===== src/shared/crc16_pkg.sv =====
// constants shared by both ends of the serial crc16 link
// assumes one system clock at 10 MHz; all link pins move on that clock
package crc16_pkg;

    // ------------------------------------------------------------
    // clock and timing
    // ------------------------------------------------------------
    localparam int          CLK_PERIOD_NS = 100;
    localparam int          INIT_PULSE_NS = 90;
    localparam int          INIT_CYC      =
        (INIT_PULSE_NS + CLK_PERIOD_NS - 1) / CLK_PERIOD_NS;
    localparam logic [1:0]  INIT_CYC_W    = 2'(INIT_CYC);

    // ------------------------------------------------------------
    // crc layout
    // ------------------------------------------------------------
    localparam int          CRC_W         = 16;
    localparam logic [15:0] CRC_PRESET    = 16'hFFFF;
    localparam logic [15:0] CRC_POLY      = 16'h1021;
    localparam logic [15:0] CRC_ZERO      = 16'h0000;
    localparam logic [4:0]  CHK_BITS      = 5'h10;
    localparam logic [7:0]  CHECK_BYTES   = 8'h02;
    localparam logic [3:0]  DIV_INC       = 4'h1;
    localparam int          DIV_MSB       = 3;

    // ------------------------------------------------------------
    // controller bit timing: four clocks per serial bit
    // ------------------------------------------------------------
    localparam logic [1:0]  PH_PRESENT    = 2'h0;
    localparam logic [1:0]  PH_SEL_DROP   = 2'h1;
    localparam logic [1:0]  PH_SHIFT_FALL = 2'h2;
    localparam logic [1:0]  PH_STROBE     = 2'h3;
    localparam logic [2:0]  LAST_BIT      = 3'h7;
    localparam logic [7:0]  PRE_BYTES     = 8'h02;
    localparam logic [7:0]  ONE_BYTE      = 8'h01;
    localparam logic [7:0]  TWO_BYTES     = 8'h02;
    localparam logic [1:0]  TAIL_CYC      = 2'h3;
    localparam logic [1:0]  MAX_RETRY     = 2'h3;

    // ------------------------------------------------------------
    // controller states
    // ------------------------------------------------------------
    typedef enum logic [2:0] {
        ST_IDLE  = 3'b000,
        ST_INIT  = 3'b001,
        ST_PRE   = 3'b010,
        ST_DATA  = 3'b011,
        ST_CHECK = 3'b100,
        ST_TAIL  = 3'b101
    } ctrl_state_t;

endpackage : crc16_pkg


===== src/shared/crc_link_if.sv =====
// link between the crc16 generator/checker and its sequencer
// assumes both ends run on the same clk_sys; no clocking block
`timescale 1ns/1ns
interface crc_link_if;
    logic din_n;
    logic bit_shift_clk_n;
    logic byte_strobe_n;
    logic init_n;
    logic data_or_check_sel;
    logic rd_mode;
    logic wclk;
    logic dout_n;
    logic armed_flag;
    logic check_pass;
    logic check_pass_n;
    logic checkword_active_n;
    logic step_clk_div16;

    modport dev (
        input  din_n, bit_shift_clk_n, byte_strobe_n, init_n,
               data_or_check_sel, rd_mode, wclk,
        output dout_n, armed_flag, check_pass, check_pass_n,
               checkword_active_n, step_clk_div16
    );

    modport ctrl (
        output din_n, bit_shift_clk_n, byte_strobe_n, init_n,
               data_or_check_sel, rd_mode, wclk,
        input  dout_n, armed_flag, check_pass, check_pass_n,
               checkword_active_n, step_clk_div16
    );
endinterface : crc_link_if


===== src/design/crc16_serial_ctrl.sv =====
// sequencer end of crc_link_if: frames bytes into serial bits
// assumes the user holds frame_len stable from start until done
`timescale 1ns/1ns
module crc16_serial_ctrl (
    input  wire logic  clk_sys,
    input  wire logic  arst_n,
    crc_link_if.ctrl   link,
    input  wire logic  start,
    input  wire logic  read_op,
    input  wire logic  [7:0] frame_len,
    input  wire logic  [7:0] byte_data,
    input  wire logic  byte_valid,
    output logic       byte_ready,
    output logic       busy,
    output logic       done,
    output logic       pass_ok,
    output logic       fail,
    output logic       err_flag,
    output logic       ser_out_n,
    output logic       step_clk
);
    import crc16_pkg::*;

    // ------------------------------------------------------------
    // sequencing
    // ------------------------------------------------------------
    ctrl_state_t state_q;
    logic [1:0]  ph_q;
    logic [2:0]  bit_q;
    logic [7:0]  left_q;
    logic [7:0]  shreg_q;
    logic [1:0]  cnt_q;
    logic [1:0]  retry_q;
    logic        rd_q;
    logic        din_n_q;
    logic        shf_n_q;
    logic        strb_n_q;
    logic        init_n_q;
    logic        sel_q;
    logic        wclk_q;
    logic        ready_q;
    logic        busy_q;
    logic        done_q;
    logic        pass_q;
    logic        fail_q;
    logic        err_q;
    logic        load_pt;
    logic        stall;
    logic        byte_end;

    assign load_pt  = (state_q == ST_DATA) && (ph_q == PH_PRESENT)
                    && (bit_q == 3'h0);
    assign stall    = load_pt && !(ready_q && byte_valid);
    assign byte_end = (ph_q == PH_STROBE) && (bit_q == LAST_BIT);

    always_ff @(posedge clk_sys or negedge arst_n) begin
        if (!arst_n) begin
            state_q  <= ST_IDLE;
            ph_q     <= PH_PRESENT;
            bit_q    <= 3'h0;
            left_q   <= 8'h00;
            cnt_q    <= 2'h0;
            rd_q     <= 1'b0;
            busy_q   <= 1'b0;
            done_q   <= 1'b0;
            pass_q   <= 1'b0;
            fail_q   <= 1'b0;
            init_n_q <= 1'b1;
        end else begin
            done_q <= 1'b0;
            pass_q <= 1'b0;
            fail_q <= 1'b0;
            case (state_q)
                ST_IDLE: begin
                    if (start) begin
                        rd_q     <= read_op;
                        busy_q   <= 1'b1;
                        cnt_q    <= 2'h0;
                        init_n_q <= 1'b0;
                        state_q  <= ST_INIT;
                    end
                end
                ST_INIT: begin
                    if (cnt_q + 2'h1 >= INIT_CYC_W) begin
                        init_n_q <= 1'b1;
                        ph_q     <= PH_PRESENT;
                        bit_q    <= 3'h0;
                        left_q   <= PRE_BYTES;
                        state_q  <= ST_PRE;
                    end
                    cnt_q <= cnt_q + 2'h1;
                end
                ST_PRE, ST_DATA, ST_CHECK: begin
                    if (!stall) begin
                        ph_q <= ph_q + 2'h1;
                        if (ph_q == PH_STROBE) begin
                            bit_q <= bit_q + 3'h1;
                        end
                    end
                    if (byte_end) begin
                        left_q <= left_q - 8'h01;
                        if (left_q == ONE_BYTE) begin
                            case (state_q)
                                ST_PRE: begin
                                    left_q  <= frame_len;
                                    state_q <= ST_DATA;
                                end
                                ST_DATA: begin
                                    left_q  <= CHECK_BYTES;
                                    cnt_q   <= 2'h0;
                                    state_q <= rd_q ? ST_TAIL : ST_CHECK;
                                end
                                default: begin
                                    cnt_q   <= 2'h0;
                                    state_q <= ST_TAIL;
                                end
                            endcase
                        end
                    end
                end
                ST_TAIL: begin
                    cnt_q <= cnt_q + 2'h1;
                    if (cnt_q == TAIL_CYC) begin
                        busy_q  <= 1'b0;
                        done_q  <= 1'b1;
                        state_q <= ST_IDLE;
                        if (rd_q) begin
                            pass_q <= link.check_pass;
                            fail_q <= ~link.check_pass;
                        end
                    end
                end
                default: begin
                    state_q <= ST_IDLE;
                end
            endcase
        end
    end

    // ------------------------------------------------------------
    // retry counting on failed reads
    // ------------------------------------------------------------
    always_ff @(posedge clk_sys or negedge arst_n) begin
        if (!arst_n) begin
            retry_q <= 2'h0;
            err_q   <= 1'b0;
        end else if (pass_q) begin
            retry_q <= 2'h0;
            err_q   <= 1'b0;
        end else if (fail_q) begin
            if (retry_q + 2'h1 >= MAX_RETRY) begin
                err_q <= 1'b1;
            end else begin
                retry_q <= retry_q + 2'h1;
            end
        end
    end

    // ------------------------------------------------------------
    // serial pins: data, shift clock, byte strobe, select
    // ------------------------------------------------------------
    logic bits_on;

    assign bits_on = (state_q == ST_PRE) || (state_q == ST_DATA)
                   || (state_q == ST_CHECK);

    always_ff @(posedge clk_sys or negedge arst_n) begin
        if (!arst_n) begin
            din_n_q  <= 1'b1;
            shf_n_q  <= 1'b1;
            strb_n_q <= 1'b1;
            shreg_q  <= 8'h00;
            ready_q  <= 1'b0;
        end else if (!bits_on) begin
            din_n_q  <= 1'b1;
            shf_n_q  <= 1'b1;
            strb_n_q <= 1'b1;
            ready_q  <= 1'b0;
        end else begin
            case (ph_q)
                PH_PRESENT: begin
                    shf_n_q  <= 1'b1;
                    strb_n_q <= 1'b1;
                    if (load_pt) begin
                        ready_q <= ~(ready_q & byte_valid);
                        if (ready_q && byte_valid) begin
                            din_n_q <= ~byte_data[7];
                            shreg_q <= {byte_data[6:0], 1'b0};
                            ready_q <= 1'b0;
                        end
                    end else if (state_q == ST_DATA) begin
                        din_n_q <= ~shreg_q[7];
                        shreg_q <= {shreg_q[6:0], 1'b0};
                    end else begin
                        din_n_q <= 1'b1;
                    end
                end
                PH_SHIFT_FALL: begin
                    shf_n_q <= 1'b0;
                end
                PH_STROBE: begin
                    if (bit_q == LAST_BIT) begin
                        strb_n_q <= 1'b0;
                    end
                end
                default: begin
                    shf_n_q <= shf_n_q;
                end
            endcase
        end
    end

    always_ff @(posedge clk_sys or negedge arst_n) begin
        if (!arst_n) begin
            sel_q <= 1'b1;
        end else if (!bits_on) begin
            sel_q <= 1'b1;
        end else if (state_q == ST_DATA && !rd_q && left_q == ONE_BYTE
                     && ph_q == PH_SEL_DROP) begin
            sel_q <= 1'b0;
        end
    end

    // free-running write clock for the divider
    always_ff @(posedge clk_sys or negedge arst_n) begin
        if (!arst_n) begin
            wclk_q <= 1'b0;
        end else begin
            wclk_q <= ~wclk_q;
        end
    end

    // ------------------------------------------------------------
    // user-side copies
    // ------------------------------------------------------------
    logic ser_q;
    logic step_q;

    always_ff @(posedge clk_sys or negedge arst_n) begin
        if (!arst_n) begin
            ser_q  <= 1'b1;
            step_q <= 1'b0;
        end else begin
            ser_q  <= link.dout_n;
            step_q <= link.step_clk_div16;
        end
    end

    assign link.din_n             = din_n_q;
    assign link.bit_shift_clk_n   = shf_n_q;
    assign link.byte_strobe_n     = strb_n_q;
    assign link.init_n            = init_n_q;
    assign link.data_or_check_sel = sel_q;
    assign link.rd_mode           = rd_q;
    assign link.wclk              = wclk_q;
    assign byte_ready             = ready_q;
    assign busy                   = busy_q;
    assign done                   = done_q;
    assign pass_ok                = pass_q;
    assign fail                   = fail_q;
    assign err_flag               = err_q;
    assign ser_out_n              = ser_q;
    assign step_clk               = step_q;

endmodule : crc16_serial_ctrl


===== src/flat_wrapper.sv =====
// flat-port wrapper written by rule: the top's interface ports become plain ports
module crc16_serial_ctrl_flat import crc16_pkg::*;
  (clk_sys, arst_n, start, read_op, frame_len, byte_data, byte_valid, byte_ready, busy, done, pass_ok, fail, err_flag, ser_out_n, step_clk, link_din_n, link_bit_shift_clk_n, link_byte_strobe_n, link_init_n, link_data_or_check_sel, link_rd_mode, link_wclk, link_dout_n, link_armed_flag, link_check_pass, link_check_pass_n, link_checkword_active_n, link_step_clk_div16);
  crc_link_if link_i ();
  input  wire logic clk_sys;
  input  wire logic arst_n;
  input  wire logic start;
  input  wire logic read_op;
  input  wire logic  [7:0] frame_len;
  input  wire logic  [7:0] byte_data;
  input  wire logic byte_valid;
  output logic byte_ready;
  output logic busy;
  output logic done;
  output logic pass_ok;
  output logic fail;
  output logic err_flag;
  output logic ser_out_n;
  output logic step_clk;
  output wire logic [$bits(link_i.din_n)-1:0] link_din_n;
  output wire logic [$bits(link_i.bit_shift_clk_n)-1:0] link_bit_shift_clk_n;
  output wire logic [$bits(link_i.byte_strobe_n)-1:0] link_byte_strobe_n;
  output wire logic [$bits(link_i.init_n)-1:0] link_init_n;
  output wire logic [$bits(link_i.data_or_check_sel)-1:0] link_data_or_check_sel;
  output wire logic [$bits(link_i.rd_mode)-1:0] link_rd_mode;
  output wire logic [$bits(link_i.wclk)-1:0] link_wclk;
  input wire logic [$bits(link_i.dout_n)-1:0] link_dout_n;
  input wire logic [$bits(link_i.armed_flag)-1:0] link_armed_flag;
  input wire logic [$bits(link_i.check_pass)-1:0] link_check_pass;
  input wire logic [$bits(link_i.check_pass_n)-1:0] link_check_pass_n;
  input wire logic [$bits(link_i.checkword_active_n)-1:0] link_checkword_active_n;
  input wire logic [$bits(link_i.step_clk_div16)-1:0] link_step_clk_div16;
  assign link_din_n = link_i.din_n;
  assign link_bit_shift_clk_n = link_i.bit_shift_clk_n;
  assign link_byte_strobe_n = link_i.byte_strobe_n;
  assign link_init_n = link_i.init_n;
  assign link_data_or_check_sel = link_i.data_or_check_sel;
  assign link_rd_mode = link_i.rd_mode;
  assign link_wclk = link_i.wclk;
  assign link_i.dout_n = link_dout_n;
  assign link_i.armed_flag = link_armed_flag;
  assign link_i.check_pass = link_check_pass;
  assign link_i.check_pass_n = link_check_pass_n;
  assign link_i.checkword_active_n = link_checkword_active_n;
  assign link_i.step_clk_div16 = link_step_clk_div16;
  crc16_serial_ctrl u_core (.clk_sys(clk_sys), .arst_n(arst_n), .link(link_i), .start(start), .read_op(read_op), .frame_len(frame_len), .byte_data(byte_data), .byte_valid(byte_valid), .byte_ready(byte_ready), .busy(busy), .done(done), .pass_ok(pass_ok), .fail(fail), .err_flag(err_flag), .ser_out_n(ser_out_n), .step_clk(step_clk));
endmodule

===== config.mk =====
export PLATFORM = sky130hd
export DESIGN_NAME = crc16_serial_ctrl_flat
export DESIGN_NICKNAME = d
export VERILOG_FILES = /design/src/shared/crc16_pkg.sv /design/src/shared/crc_link_if.sv /design/src/design/crc16_serial_ctrl.sv /design/src/flat_wrapper.sv
export SDC_FILE = /design/constraint.sdc
export NUM_CORES = 1
export LEC_CHECK = 0
export BUFFER_PORTS_ARGS = -buffer_cell sky130_fd_sc_hd__buf_2
export CAP_MARGIN = 0
export CORE_UTILIZATION = 47
export CTS_BUF_LIST = sky130_fd_sc_hd__clkbuf_4 sky130_fd_sc_hd__clkbuf_8
export CTS_CLUSTER_SIZE = 24
export DETAILED_ROUTE_END_ITERATION = 6
export GPL_TIMING_DRIVEN = 1
export HOLD_SLACK_MARGIN = 0.15
export PLACE_DENSITY = 0.69
export SLEW_MARGIN = 20
export SYNTH_ARGS = -nofsm -noshare
export SYNTH_HDL_FRONTEND = slang
export SYNTH_SLANG_ARGS = --single-unit

===== constraint.sdc =====
create_clock -name clk_sys -period 1.95 [get_ports clk_sys]
set_input_delay 0.195 -clock clk_sys [delete_from_list [all_inputs] [get_ports clk_sys]]
set_output_delay 0.195 -clock clk_sys [all_outputs]
set_load 0.1 [all_outputs]

==> results.cfg <==
[final_layout]
n_antenna_cell = 0
layout-drive-gt1-share_pct = 25.33
layout_commonest_cell = buf_2
nets = 341
multiInputGateArea_mm2 = 0.001202
layout.cells.non_filler = 371
fill_cells = 412
final_cell_mix = buf_2 (38), dfrtp_1 (36), nand2_1 (25), nor2_1 (22), o21ai_0 (22)
syn_to_final_growth_pct = 23.79
regArea_mm2 = 0.001059

[synth]
ys_top_cells_by_area = dfrtp_1 (38%), dfstp_2 (6.7%), ha_1 (5.8%)
synth_top_area_cell = dfrtp_1
synth_edf_count = 0
synth_area_mm2 = 0.002361
synth_top_family_by_area = simple AND/OR/NAND/NOR gates
synth.avg_cell_area_um2 = 9.559
synth_top_area_share_pct = 38.16
ys_ff_latch = 42
synth_cell_type_count = 54
syn_inst = 247
synthSimpleGateAreaFrac_pct = 21.46
synth_warnings = 0
synth_mux_area_share_pct = 5.087
yosys_most_used_dff = dfrtp_1
synth_xor_area_share_pct = 0.3710
synth_compound_area_share_pct = 17.75
synthAdderAreaFrac_pct = 5.829
syn_nets = 285
seq_area_frac_synth_pct = 44.83
async_flop_share_pct = 100.0

[grt]
grt_pass1_vias = 1916
grt_max_degree = 43
grt_overflow = 0
antenna_found_initial = 0
grt_use_total_pct = 21.11
grt_pass1_wl_um = 8576

[drt]
vias = 2022
via_per_inst = 5.450
wl_per_cell_um = 13.43
ant_nets = 0
drt_wl_total_um = 4981
drc = 0
drt_iter0_markers = 84
dr.pass1.iters = 4

[floorplanning]
core-area_mm2 = 0.004786
fp.dieW_um = 72.88
dieHeight_um = 72.88
ios = 42
start_util_pct = 49.33
rows = 25
die_area_mm2 = 0.005311

[timing]
hold_viol = 0
drv_slew = 0
final-setup-viol-count = 0
slew_headroom_pct = 66.14
fmax_mhz = 553.1
rsz0062_at_grt = false
post-route-period-util_pct = 92.71
skew_ps = 10.01
tns_ps = 0
tightest_slew_ps = 503.3
fin_ws_ps = 142.1
post-route-min-period_ps = 1808

[clock_network]
cts_post_setup_buffers_inserted = 0
root_buffer = clkbuf_8
cts_tree = built
cts_buffers = 5
cts.sinks = 42
path_clk_slew_ps = 80
cts_buffer_depth = 2
cts_max_level = 2
clk_latency_ps = 300

[worst_setup_path]
critical_path_class = reg2reg
slowest_stage = or4b_1
crit_path_cell_trace = ha_1 > or4b_1 > o211ai_4 > o21ai_0 > a32o_1
critPathMaxStageDelay_ps = 530
reg2reg_from = u_core.cnt_q[0]$_DFFE_PN0P_
r2r_end = u_core.left_q[7]$_DFFE_PN0P_
ff2ff_path_depth = 5
path_buf_inv = 0
worstPathRequired_ps = 2140
worstPathArrival_ps = 2000
cp-end-kind = flop
crit_family = compound AO/OA/AOI/OAI gates
crit_fanout = 10
regToRegSetupSlack_ps = 140
start_kind = flop

[placed_design]
dp_slack_ps = 129.0
routabilityCongestion = 0.8399
place_hpwl_um = 3645
portBuffers = 38
dpl.cell_count = 358

[pwr]
peakVddDrop_mv = 0.3986
p_leak_uw = 0.001388
power_density_mw_per_mm2 = 610.0
total_power_uw = 1783

[hold_path]
min_path_type = in2reg
worstHoldPathCells = 3
hold_end = u_core.shreg_q[1]$_DFFE_PN0P_
hold_start = byte_data[0]

[flow_run]
maxCapViolCount = 0

[run_status]
outcome = completed
==> kinds of logic (layout without fill, tap and decap cells) <==
family	after synthesis	in the layout
mux	12	12
simple gates	91	91
xor+xnor	1	1
flops	42	42
compound gates	63	63
fa+ha+maj	11	11
buf+inv	27	84
==> cell usage after synthesis, types with 4 or more instances <==
master / instances
a32o_1: 4
nor2_1: 22
dfrtp_1: 36
ha_1: 11
clkbuf_1: 9
o21ai_0: 22
inv_1: 16
nor3_1: 7
dfstp_2: 6
mux2i_1: 12
a21o_1: 4
a21oi_1: 9
nor4_1: 4
nand2_1: 25
==> cell type report <==
class | count | share of cell area [%]
Timing Repair Buffer | 60 | 13.01
Sequential cell | 42 | 36.22
Inverter | 16 | 2.055
Multi-Input combinational cell | 178 | 41.14
Clock inverter | 3 | 2.354
Tap cell | 67 | 2.868
Clock buffer | 5 | 2.354
==> routing by layer <==
layer	share of wire, %	vias to the layer above	wire [um]	GRT usage, %
li1	-	1006	-	-
met1	47	968	2332	27.52
met2	48	44	2407	35.51
met3	3.5	4	174	3.729
met4	1.3	0	65	7.190
met5	0	-	0	0
==> per-stage QoR <==
step	utilization, %	hold WS, ps	cell area, um2
after floorplan	-	-100.6	2361
final	61.07	151.5	2923
after global placement	56.94	189.2	2725
after detailed placement	56.94	185.9	2725
after CTS	60.86	150.9	2913
after global routing	61.07	163.8	2923
==> worst reg2reg max path, delay by kind of cell (launching register included) <==
kind                       cells  cell delay [ps]
AOI/OAI and AO/OA              3              560
adders and majority gates      1              220
DFF                            1              400
and+or+nand+nor                1              530
==> sequential cells by signal, summed over array words and instances, names as in the netlist, 2 cells and up <==
name            cells
u_core.ph_q         2
u_core.bit_q        3
u_core.retry_q      2
u_core.left_q       8
u_core.state_q      3
u_core.cnt_q        2
u_core.shreg_q      7
==> worst max-delay path by stage <==
| stage | start | to | slack [ps] | depth (start not counted) |
|---|---|---|---|---|
| floorplan | u_core.byte_ready$_DFFE_PN0P_ | u_core.shreg_q[1]$_DFFE_PN0P_ | 80 | 4 |
| global placement | u_core.cnt_q[0]$_DFFE_PN0P_ | u_core.left_q[7]$_DFFE_PN0P_ | 170 | 5 |
| detailed placement | u_core.bit_q[0]$_DFFE_PN0P_ | u_core.left_q[7]$_DFFE_PN0P_ | 130 | 6 |
| CTS | u_core.bit_q[0]$_DFFE_PN0P_ | u_core.left_q[7]$_DFFE_PN0P_ | 110 | 6 |
| global route | u_core.bit_q[0]$_DFFE_PN0P_ | u_core.cnt_q[1]$_DFFE_PN0P_ | 6 | 6 |
| finish | u_core.cnt_q[0]$_DFFE_PN0P_ | u_core.left_q[7]$_DFFE_PN0P_ | 140 | 5 |
==> repair_timing <==
action                                  CTS  global route
hold buffers                              5             0
endpoints found under the setup margin    0             5
resized for setup                         0             2
endpoints found under the hold margin    47             0
==> power by group <==
group	total, uW	switching, uW	internal (uW)
Sequential	875	0.553	875
Clock	826	313	513
Combinational	81.8	47.5	34.3
Total	1780	361	1420
Power figures use the tool's default switching activity.
